## src/hw/isk_map.svh

```systemverilog
// Purpose: offsets, field positions and reset values of the setup key bank
// Assumes: AXI4-Lite byte addressing, 32-bit data, 16-bit registers
// Notes: register index times four gives the byte address
`ifndef ISK_MAP_SVH
`define ISK_MAP_SVH
`define ISK_IDX_STAGE_E 8'h0a
`define ISK_IDX_STAGE_C 8'h12
`define ISK_IDX_STAGE_D 8'h13
`define ISK_IDX_KEY 8'h33
`define ISK_IDX_INIT_A 8'hf4
`define ISK_IDX_INIT_B 8'hf6
`define ISK_BIT_STAGE_E 14
`define ISK_BIT_STAGE_C 6
`define ISK_BIT_STAGE_D 15
`define ISK_KEY_LO 4
`define ISK_KEY_HI 5
`define ISK_KEY_OPEN 2'h3
`define ISK_BIT_INIT 1
`define ISK_RESET_VAL 16'h0000
`define ISK_RESP_OKAY 2'h0
`define ISK_RESP_SLVERR 2'h2
`endif

```

## src/hw/isk_pkg.sv

```systemverilog
// Purpose: shared types of the setup key bank
// Assumes: nothing beyond the map header
// Notes: register select is one-hot, one code per stored register
package isk_pkg;
  typedef logic [15:0] isk_word_t;
  typedef enum logic [6:0] {
    ISK_SEL_NONE = 7'h00,
    ISK_SEL_E = 7'h01,
    ISK_SEL_C = 7'h02,
    ISK_SEL_D = 7'h04,
    ISK_SEL_KEY = 7'h08,
    ISK_SEL_IA = 7'h10,
    ISK_SEL_IB = 7'h20
  } isk_sel_t;
endpackage

```

## src/hw/isk_reg16.sv

```systemverilog
// Purpose: one 16-bit read/write register with byte-lane strobes
// Assumes: strobe is a single-cycle write enable
// Notes: clears to the common reset value
`include "isk_map.svh"
module isk_reg16 (
  input wire logic clk,
  input wire logic resetn,
  input wire logic wr,
  input wire logic [1:0] be,
  input wire logic [15:0] din,
  output isk_pkg::isk_word_t q
);
  import isk_pkg::*;
  always_ff @(posedge clk or negedge resetn) begin
    if (!resetn) begin
      q <= `ISK_RESET_VAL;
    end else if (wr) begin
      if (be[0]) begin
        q[7:0] <= din[7:0];
      end
      if (be[1]) begin
        q[15:8] <= din[15:8];
      end
    end
  end
endmodule

```

## src/hw/isk_bank.sv

```systemverilog
// Notes on behaviour
// - setup_stage_e_reg keeps the stage-E setup bit in bit 14.
// - setup_stage_c_reg keeps the stage-C setup bit in bit 6.
// - setup_stage_d_reg keeps the stage-D setup bit in bit 15.
// - All fields of the three registers read zero after reset and are R/W.
// - Key bits 5..4 of register 33h unlock init when written 11b.
// - Bit 1 of registers F4h and F6h are further init setup bits.
//
// Purpose: AXI4-Lite register bank for the initialization setup bits
// Assumes: one clock, single outstanding read and write from the master
// Notes: every register is stored whole, so reserved bits read back too
//
// The AXI4-Lite register port is this design's own decision.
`include "isk_map.svh"
module isk_bank (
  input wire logic clk,
  input wire logic resetn,
  input wire logic [9:0] s_axi_awaddr,
  input wire logic [2:0] s_axi_awprot,
  input wire logic s_axi_awvalid,
  output logic s_axi_awready,
  input wire logic [31:0] s_axi_wdata,
  input wire logic [3:0] s_axi_wstrb,
  input wire logic s_axi_wvalid,
  output logic s_axi_wready,
  output logic [1:0] s_axi_bresp,
  output logic s_axi_bvalid,
  input wire logic s_axi_bready,
  input wire logic [9:0] s_axi_araddr,
  input wire logic [2:0] s_axi_arprot,
  input wire logic s_axi_arvalid,
  output logic s_axi_arready,
  output logic [31:0] s_axi_rdata,
  output logic [1:0] s_axi_rresp,
  output logic s_axi_rvalid,
  input wire logic s_axi_rready,
  output logic init_unlocked,
  output logic init_active,
  output logic stage_e_setup,
  output logic stage_c_setup,
  output logic stage_d_setup,
  output logic init_a_setup,
  output logic init_b_setup
);
  import isk_pkg::*;

  logic aw_held;
  logic w_held;
  logic [9:0] aw_addr;
  logic [31:0] w_data;
  logic [3:0] w_strb;
  logic wr_go;
  isk_sel_t wr_sel;
  isk_sel_t rd_sel;
  isk_word_t rd_word;
  isk_word_t q_e;
  isk_word_t q_c;
  isk_word_t q_d;
  isk_word_t q_key;
  isk_word_t q_ia;
  isk_word_t q_ib;
  logic [5:0] wr_en;
  logic bit_e;
  logic bit_c;
  logic bit_d;
  logic bit_ia;
  logic bit_ib;

  // Low two address bits ignored; word index is the register offset
  function automatic isk_sel_t decode(input logic [9:0] addr);
    unique case (addr[9:2])
      `ISK_IDX_STAGE_E: decode = ISK_SEL_E;
      `ISK_IDX_STAGE_C: decode = ISK_SEL_C;
      `ISK_IDX_STAGE_D: decode = ISK_SEL_D;
      `ISK_IDX_KEY: decode = ISK_SEL_KEY;
      `ISK_IDX_INIT_A: decode = ISK_SEL_IA;
      `ISK_IDX_INIT_B: decode = ISK_SEL_IB;
      default: decode = ISK_SEL_NONE;
    endcase
  endfunction

  // Two-bit key must match whole; a half-written key stays closed
  function automatic logic key_open(input isk_word_t w);
    key_open = (w[`ISK_KEY_HI:`ISK_KEY_LO] == `ISK_KEY_OPEN);
  endfunction

  function automatic logic bit_at(input isk_word_t w, input int pos);
    bit_at = w[pos];
  endfunction

  // Anything outside the map answers with a slave error
  function automatic logic [1:0] resp_of(input isk_sel_t sel);
    resp_of = (sel == ISK_SEL_NONE) ? `ISK_RESP_SLVERR : `ISK_RESP_OKAY;
  endfunction

  assign s_axi_awready = !aw_held && !s_axi_bvalid;
  assign s_axi_wready = !w_held && !s_axi_bvalid;

  // Address and data may arrive in either order; each is held until both
  always_ff @(posedge clk or negedge resetn) begin
    if (!resetn) begin
      aw_held <= 1'b0;
    end else if (wr_go) begin
      aw_held <= 1'b0;
    end else if (s_axi_awvalid && s_axi_awready) begin
      aw_held <= 1'b1;
    end
  end

  // Loads only on its own handshake, so it stands while the write waits
  always_ff @(posedge clk or negedge resetn) begin
    if (!resetn) begin
      aw_addr <= 10'h000;
    end else if (s_axi_awvalid && s_axi_awready) begin
      aw_addr <= s_axi_awaddr;
    end
  end

  always_ff @(posedge clk or negedge resetn) begin
    if (!resetn) begin
      w_held <= 1'b0;
    end else if (wr_go) begin
      w_held <= 1'b0;
    end else if (s_axi_wvalid && s_axi_wready) begin
      w_held <= 1'b1;
    end
  end

  always_ff @(posedge clk or negedge resetn) begin
    if (!resetn) begin
      w_data <= 32'h00000000;
      w_strb <= 4'h0;
    end else if (s_axi_wvalid && s_axi_wready) begin
      w_data <= s_axi_wdata;
      w_strb <= s_axi_wstrb;
    end
  end

  assign wr_go = aw_held && w_held;
  assign wr_sel = decode(aw_addr);
  assign wr_en = wr_go ? wr_sel[5:0] : 6'h00;

  always_ff @(posedge clk or negedge resetn) begin
    if (!resetn) begin
      s_axi_bvalid <= 1'b0;
    end else if (wr_go) begin
      s_axi_bvalid <= 1'b1;
    end else if (s_axi_bready) begin
      s_axi_bvalid <= 1'b0;
    end
  end

  // Unmapped writes are dropped but still answered, so no master hangs
  always_ff @(posedge clk or negedge resetn) begin
    if (!resetn) begin
      s_axi_bresp <= `ISK_RESP_OKAY;
    end else if (wr_go) begin
      s_axi_bresp <= resp_of(wr_sel);
    end
  end

  // Whole-word storage keeps reserved bits readable and writable
  isk_reg16 u_e (
    .clk(clk),
    .resetn(resetn),
    .wr(wr_en[0]),
    .be(w_strb[1:0]),
    .din(w_data[15:0]),
    .q(q_e)
  );

  isk_reg16 u_c (
    .clk(clk),
    .resetn(resetn),
    .wr(wr_en[1]),
    .be(w_strb[1:0]),
    .din(w_data[15:0]),
    .q(q_c)
  );

  isk_reg16 u_d (
    .clk(clk),
    .resetn(resetn),
    .wr(wr_en[2]),
    .be(w_strb[1:0]),
    .din(w_data[15:0]),
    .q(q_d)
  );

  isk_reg16 u_k (
    .clk(clk),
    .resetn(resetn),
    .wr(wr_en[3]),
    .be(w_strb[1:0]),
    .din(w_data[15:0]),
    .q(q_key)
  );

  isk_reg16 u_a (
    .clk(clk),
    .resetn(resetn),
    .wr(wr_en[4]),
    .be(w_strb[1:0]),
    .din(w_data[15:0]),
    .q(q_ia)
  );

  isk_reg16 u_b (
    .clk(clk),
    .resetn(resetn),
    .wr(wr_en[5]),
    .be(w_strb[1:0]),
    .din(w_data[15:0]),
    .q(q_ib)
  );

  assign bit_e = bit_at(q_e, `ISK_BIT_STAGE_E);
  assign bit_c = bit_at(q_c, `ISK_BIT_STAGE_C);
  assign bit_d = bit_at(q_d, `ISK_BIT_STAGE_D);
  assign bit_ia = bit_at(q_ia, `ISK_BIT_INIT);
  assign bit_ib = bit_at(q_ib, `ISK_BIT_INIT);

  // Reserved bits are not masked: software is trusted to leave them alone
  always_ff @(posedge clk or negedge resetn) begin
    if (!resetn) begin
      stage_e_setup <= 1'b0;
    end else begin
      stage_e_setup <= bit_e;
    end
  end

  always_ff @(posedge clk or negedge resetn) begin
    if (!resetn) begin
      stage_c_setup <= 1'b0;
    end else begin
      stage_c_setup <= bit_c;
    end
  end

  always_ff @(posedge clk or negedge resetn) begin
    if (!resetn) begin
      stage_d_setup <= 1'b0;
    end else begin
      stage_d_setup <= bit_d;
    end
  end

  always_ff @(posedge clk or negedge resetn) begin
    if (!resetn) begin
      init_a_setup <= 1'b0;
    end else begin
      init_a_setup <= bit_ia;
    end
  end

  always_ff @(posedge clk or negedge resetn) begin
    if (!resetn) begin
      init_b_setup <= 1'b0;
    end else begin
      init_b_setup <= bit_ib;
    end
  end

  always_ff @(posedge clk or negedge resetn) begin
    if (!resetn) begin
      init_unlocked <= 1'b0;
    end else begin
      init_unlocked <= key_open(q_key);
    end
  end

  // Setup bits only raise init_active behind the open key; the setup outputs follow them regardless
  always_ff @(posedge clk or negedge resetn) begin
    if (!resetn) begin
      init_active <= 1'b0;
    end else begin
      init_active <= key_open(q_key) &&
        (bit_e || bit_c || bit_d || bit_ia || bit_ib);
    end
  end

  assign s_axi_arready = !s_axi_rvalid;
  assign rd_sel = decode(s_axi_araddr);

  always_comb begin
    rd_word = 16'h0000;
    unique case (rd_sel)
      ISK_SEL_E: rd_word = q_e;
      ISK_SEL_C: rd_word = q_c;
      ISK_SEL_D: rd_word = q_d;
      ISK_SEL_KEY: rd_word = q_key;
      ISK_SEL_IA: rd_word = q_ia;
      ISK_SEL_IB: rd_word = q_ib;
      ISK_SEL_NONE: rd_word = 16'h0000;
      default: rd_word = 16'h0000;
    endcase
  end

  always_ff @(posedge clk or negedge resetn) begin
    if (!resetn) begin
      s_axi_rvalid <= 1'b0;
    end else if (s_axi_arvalid && s_axi_arready) begin
      s_axi_rvalid <= 1'b1;
    end else if (s_axi_rready) begin
      s_axi_rvalid <= 1'b0;
    end
  end

  // Data and response load on the address handshake, then stand
  always_ff @(posedge clk or negedge resetn) begin
    if (!resetn) begin
      s_axi_rdata <= 32'h00000000;
      s_axi_rresp <= `ISK_RESP_OKAY;
    end else if (s_axi_arvalid && s_axi_arready) begin
      s_axi_rdata <= {16'h0000, rd_word};
      s_axi_rresp <= resp_of(rd_sel);
    end
  end
endmodule

```

## config.mk

```make
export PLATFORM = sky130hd
export DESIGN_NAME = isk_bank
export DESIGN_NICKNAME = d
export VERILOG_FILES = /design/src/hw/isk_pkg.sv /design/src/hw/isk_reg16.sv /design/src/hw/isk_bank.sv
export VERILOG_INCLUDE_DIRS = /design/src /design/src/hw
export SDC_FILE = /design/constraint.sdc
export NUM_CORES = 1
export LEC_CHECK = 0
export BUFFER_PORTS_ARGS = -buffer_cell sky130_fd_sc_hd__clkbuf_2
export CORE_MARGIN = 2
export CORE_UTILIZATION = 56
export CTS_BUF_LIST = sky130_fd_sc_hd__clkbuf_16
export DETAILED_ROUTE_END_ITERATION = 8
export PLACE_DENSITY = 0.88
export SYNTH_ARGS = -nofsm -noshare
export SYNTH_HDL_FRONTEND = slang
export SYNTH_SLANG_ARGS = --single-unit
```

## constraint.sdc

```tcl
create_clock -name clk -period 2.1 [get_ports clk]
set_input_delay 0.315 -clock clk [delete_from_list [all_inputs] [get_ports clk]]
set_output_delay 0.315 -clock clk [all_outputs]
set_load 0.01 [all_outputs]
```

# Yosys cells after proc, flatten, opt, wreduce, memory -nomap -nowiden
# Index checks and enable logic that the tools add are counted.
# word_totals
register_bits	155
latchBits	0
mem_bits_rw	0
romBits	0
input_bits	69
word_cells	95
memories	0
# op_classes
add_sub_neg	0
mul	0
div	0
magnitude_cmp	0
eq_ne	19
n_shift	0
muxes	14
bitwise_logic	0
reduce_logical	33
# op_table
operator	n
16-bit one-hot mux with 6 select lines	1
6-bit one-hot mux with 6 select lines	2
8-bit by 5-bit equality test with 1-bit output (second input constant)	4
8-bit equality test (second input constant)	4
2-bit AND reduction	12
8-bit by 4-bit equality test with 1-bit output (second input constant)	2
8-bit by 6-bit equality test with 1-bit output (second input constant)	2
7-bit zero test	2
1-bit 2-to-1 mux	8
2-bit nonzero test	4
7-bit by 1-bit equality test with 1-bit output (second input constant)	1
7-bit by 2-bit equality test with 1-bit output (second input constant)	1
7-bit by 3-bit equality test with 1-bit output (second input constant)	1
7-bit by 4-bit equality test with 1-bit output (second input constant)	1
7-bit by 5-bit equality test with 1-bit output (second input constant)	1
7-bit by 6-bit equality test with 1-bit output (second input constant)	1
1-bit logical AND	7
6-bit 2-to-1 mux	1
1-bit zero test	4
1-bit logical OR	4
2-bit 2-to-1 mux	2
2-bit equality test (second input constant)	1

# Longest topological paths before layout
# logic_depth
word_depth	5
depth_mapped	6
mapped_depth_nobuf	4

# Modules after synthesis
# Synthesis repeated with hierarchy kept, for this count alone.
# unflattened
hier_cells	494
hier_area_um2	6645.1
# by_module_without_submodules
mod	n_inst	cells_per_inst	area_per_inst_um2	seq_area_each_um2
isk_reg16	6	34	593.1	400.4
isk_bank	1	290	3086.7	1376.3

# Worst setup path after synthesis
# No wires, ideal clock.
# synth_path
kind	reg-to-reg
startpoint	register aw_addr[4]
endpoint	register u_d.q[4]
setup_ns	0.128
t_arrival_ns	1.535
required_time_ns	1.972
path_slack_ns	0.438
path_stages_with_launch	5
path_buffers	0
cell_sequence	dfrtp_1 or3_4 nor3_4 nand2_2 mux2_1
# synth_via
elab_chain_cells	4
elab_cells_between_ends	9
# synth_lines
element	line	rtl
start: declaration	isk_bank.sv:49	logic [9:0] aw_addr;
start signal: assignment	isk_bank.sv:115	aw_addr <= s_axi_awaddr;
8-bit equality test (tied with other cells)	isk_bank.sv:71	unique case (addr[9:2])
6-bit one-hot mux with 6 select lines *	isk_bank.sv:71	
6-bit 2-to-1 mux *	isk_bank.sv:141	assign wr_en = wr_go ? wr_sel[5:0] : 6'h00;
2-bit AND reduction (no source line) *	n/a	
end signal: assignment	isk_reg16.sv:16	q <= `ISK_RESET_VAL;
end signal: assignment	isk_reg16.sv:19	q[7:0] <= din[7:0];
end: declaration	isk_reg16.sv:11	output isk_pkg::isk_word_t q
# Every way passes the cells marked *; elsewhere a longest branch is shown, timed or not.
# A chain may end at the register's enable or synchronous reset.

# Worst setup path after layout
# layout_path
startpoint	register aw_addr[4]
endpoint	register u_k.q[9]
# layout_via
elab_chain_cells	4
elab_cells_between_ends	9
# layout_lines
element	line	rtl
8-bit equality test (tied with other cells)	isk_bank.sv:71	
6-bit one-hot mux with 6 select lines *	isk_bank.sv:71	
6-bit 2-to-1 mux *	isk_bank.sv:141	
2-bit AND reduction (no source line) *	n/a	
end signal: assignment	isk_reg16.sv:16	
end signal: assignment	isk_reg16.sv:22	q[15:8] <= din[15:8];
end: declaration	isk_reg16.sv:11	
# Marked as above.

==> out/metrics.csv <==
stage,metric,value,unit
power_and_ir_drop,peak supply drop,769,uV
place,IO buf count,70,
yosys,fraction of registers with async set/reset,1.00,
yosys,synth unique cells,46,
yosys,"Top FF cell, synth",dfrtp_1,
worst_setup_path,path length in cells of the critical path,4,
routing,wire per inst,20.4,um
run_status,status,"complete, no violations",
floorplan,DIE AREA,12700,um^2
worst_setup_path,R2R cell count,4,
worst_hold_path,HP Class,primary input to flip-flop,
grt,GRT overflow,0,
grt,first-pass GRT wire length,23800,um
clock_tree,"Hold-fix buffers, CTS",1,
clock_tree,clock sink count,151,
final_layout,Area Growth Syn to Fin,17.4,%
power_and_ir_drop,Power per Cell Area,1080,nW/um^2
floorplan,initial core utilization,0.576,
power_and_ir_drop,Clock power frac,0.364,
routing,final wirelength,14700,um
floorplan,chip width,113,um
yosys,Post-synth EDFFs,0,
grt,vias in the first global route,4674,
power_and_ir_drop,Sw Pwr,0.00232,W
clock_tree,CTS H-tree lvls,4,
place,gpl congestion,0.802,
clock_tree,post_cts resized,0,
sta,slew of the pin with the lowest slew margin,0.589,ns
sta,Total Neg Setup Slack,0,ns
yosys,synthesized cell area,6610,um^2
floorplan,Rows,39,
routing,post-route DRC violation count,0,
worst_setup_path,Worst setup EP type,flip-flop,
clock_tree,CTS buffer count,17,
worst_setup_path,Worst Path Buf+Inv,0,
worst_setup_path,WP data arrival,2.18,ns
clock_tree,CTS Root Cell,clkbuf_16,
worst_setup_path,slowest CP cell,or3_4,
clock_tree,CTS tree,done,
worst_setup_path,CP cell instances,or3_4 -> nor2_1 -> nand3_2 -> mux2_2,
clock_tree,clock-pin slew on the worst setup and hold paths,0.05,ns
worst_setup_path,WS Path Type,flip-flop to flip-flop,
final_layout,layout cells sized above 1,0.484,
final_layout,Final Util,0.677,
yosys,Mapped Avg Cell Area,13.8,um^2
yosys,part of the Yosys area used for sequential elements,0.572,
final_layout,most frequent cells in the layout,"151 x dfrtp_1, 145 x mux2_2, 69 x clkbuf_2, 25 x nor2_1, 18 x conb_1",
worst_setup_path,Top Family by Delay on Critical Path,simple AND/OR/NAND/NOR gates,
power_and_ir_drop,Flop pwr share,0.476,
sta,RSZ-0062 raised after global routing,no,
power_and_ir_drop,switching share of total power,0.277,
floorplan,Die H,113,um
sta,Post-Route Skew,0.00721,ns
routing,via count,4387,
routing,Post-DRT Antenna Nets,0,
sta,max-slew violation count,0,
worst_hold_path,Hold Crit Depth,2,
flow_run,max capacitance violation total,0,
routing,initial DRC count,397,
sta,Final Critical Period,1.88,ns
final_layout,Ant. Diodes,0,
worst_setup_path,max incr delay on CP,0.43,ns
grt,initial antenna violation count,0,
grt,largest net degree at the start of global routing,60,
sta,# setup viols final,0,
sta,Slew headroom,0.607,
power_and_ir_drop,LEAKAGE,3.81,nW
grt,Tot GR Track Use,0.245,
sta,crit share post-route,0.896,
worst_setup_path,Startpoint Class,flip-flop,
clock_tree,clock network latency to the later pin of the worst-skew pair,0.41,ns
yosys,Synth Instances,478,
sta,"Hold Violations, Final",0,
yosys,Seq cells post-synth,151,
power_and_ir_drop,Int Power,0.00606,W
yosys,Syn. warnings,0,
sta,FMAX,0.532,GHz
final_layout,"commonest non-fill, non-tap cell in the layout",dfrtp_1,
routing,first drt pass iteration count,5,
worst_setup_path,Worst Path Required,2.39,ns
routing,Vias/cell,6.08,
worst_setup_path,Critical Path Fanout Max,8,
floorplan,core area,11500,um^2
clock_tree,clk buf depth,2,
clock_tree,postcts setup bufs,0,
final_layout,nets,637,
power_and_ir_drop,Comb pwr share,0.160,
place,DP HPWL,9670,um
floorplan,I/O Pins,117,
==> stage by stage <==
step           instance area (um^2)  worst slack, ns  hold slack, ns  power (W)  std cells
3_3_place_gp                   7160            0.299           0.288    0.00524        691
3_5_place_dp                   7160            0.247           0.294    0.00536        691
5_1_grt                        7760            0.112          0.0892    0.00876        721
2_1_floorplan                  6670            0.438          0.0194    0.00479        495
6_report                       7760            0.219          0.0897    0.00838        721
4_1_cts                        7760            0.233          0.0852    0.00841        721
==> path summary, 6_finish.rpt <==
kind,from,endpoint,slack [ns]
max,aw_addr[4],u_k.q[9],0.22
min,s_axi_bready,s_axi_bvalid,0.09
max reg2reg,aw_addr[4],u_k.q[9],0.22
min reg2reg,u_b.q[1],init_b_setup,0.47
max in group asynchronous,resetn,u_e.q[8],0.89
min in group asynchronous,resetn,init_unlocked,0.42
==> logic make-up (layout without fill, tap and decap cells) <==
group,count (synthesis),after routing,synth area share
flip-flops,151,151,0.572
buffers and inverters,36,119,0.0329
AO/OA/AOI/OAI,56,56,0.0615
other,1,18,0.000567
multiplexers,148,148,0.252
AND/OR/NAND/NOR,86,86,0.0814
==> state kept, by name, indices dropped and copies added, names as in the netlist, 2 cells and up <==
name and cells:
u_a.q 16, u_b.q 16, s_axi_rdata 16, u_c.q 16
w_strb 2, u_e.q 16, u_d.q 16, w_data 16
aw_addr 8, u_k.q 16
==> synth_stat cells (all sizes together) (3+ instances only) <==
| cell type | n | area share |
|---|---|---|
| a221oi | 9 | 0.012 |
| nor2b | 3 | 0.0028 |
| a32oi | 7 | 0.0093 |
| mux2 | 147 | 0.25 |
| o21ai | 3 | 0.0023 |
| nand2 | 16 | 0.012 |
| nand3 | 10 | 0.0091 |
| and2 | 3 | 0.0028 |
| nor4 | 3 | 0.0047 |
| nor2 | 27 | 0.017 |
| a31oi | 13 | 0.012 |
| buf | 26 | 0.027 |
| nor3 | 6 | 0.0087 |
| nand4b | 3 | 0.0040 |
| dfrtp | 151 | 0.57 |
| a21oi | 4 | 0.0030 |
| inv | 3 | 0.0017 |
| a22oi | 15 | 0.017 |
| clkbuf | 7 | 0.0040 |
==> worst reg2reg max path, delay by kind of cell, from the launching register on <==
kind             cells  cell delay [ns]
flip-flops           1             0.41
multiplexers         1             0.39
AND/OR/NAND/NOR      3             0.97
==> area by class of cell <==
type,count,area (um^2)
Clock inverter,12,163
Clock buffer,17,425
Inverter,3,11.3
Sequential cell,151,3780
Fill cell,786,3710
Multi-Input combinational cell,308,2680
Tap cell,143,179
Timing Repair Buffer,87,524
==> power groups by stage <==
stage | Clock, W | Sequential (W) | Combinational [W]
floorplan | 0 | 0.00387 | 0.000927
global placement | 0 | 0.00396 | 0.00128
detailed placement | 0 | 0.00402 | 0.00134
CTS | 0.00308 | 0.00398 | 0.00136
global route | 0.00321 | 0.00407 | 0.00148
finish | 0.00305 | 0.00399 | 0.00134
==> metal layers <==
layer / GRT usage / up-vias / part of all wire
met5: 0 / - / 0
met3: 0.0594 / 31 / 0.052
met2: 0.420 / 143 / 0.51
met4: 0.0902 / 0 / 0.019
li1: - / 1913 / -
met1: 0.304 / 2300 / 0.41
Power figures use the tool's default switching activity.
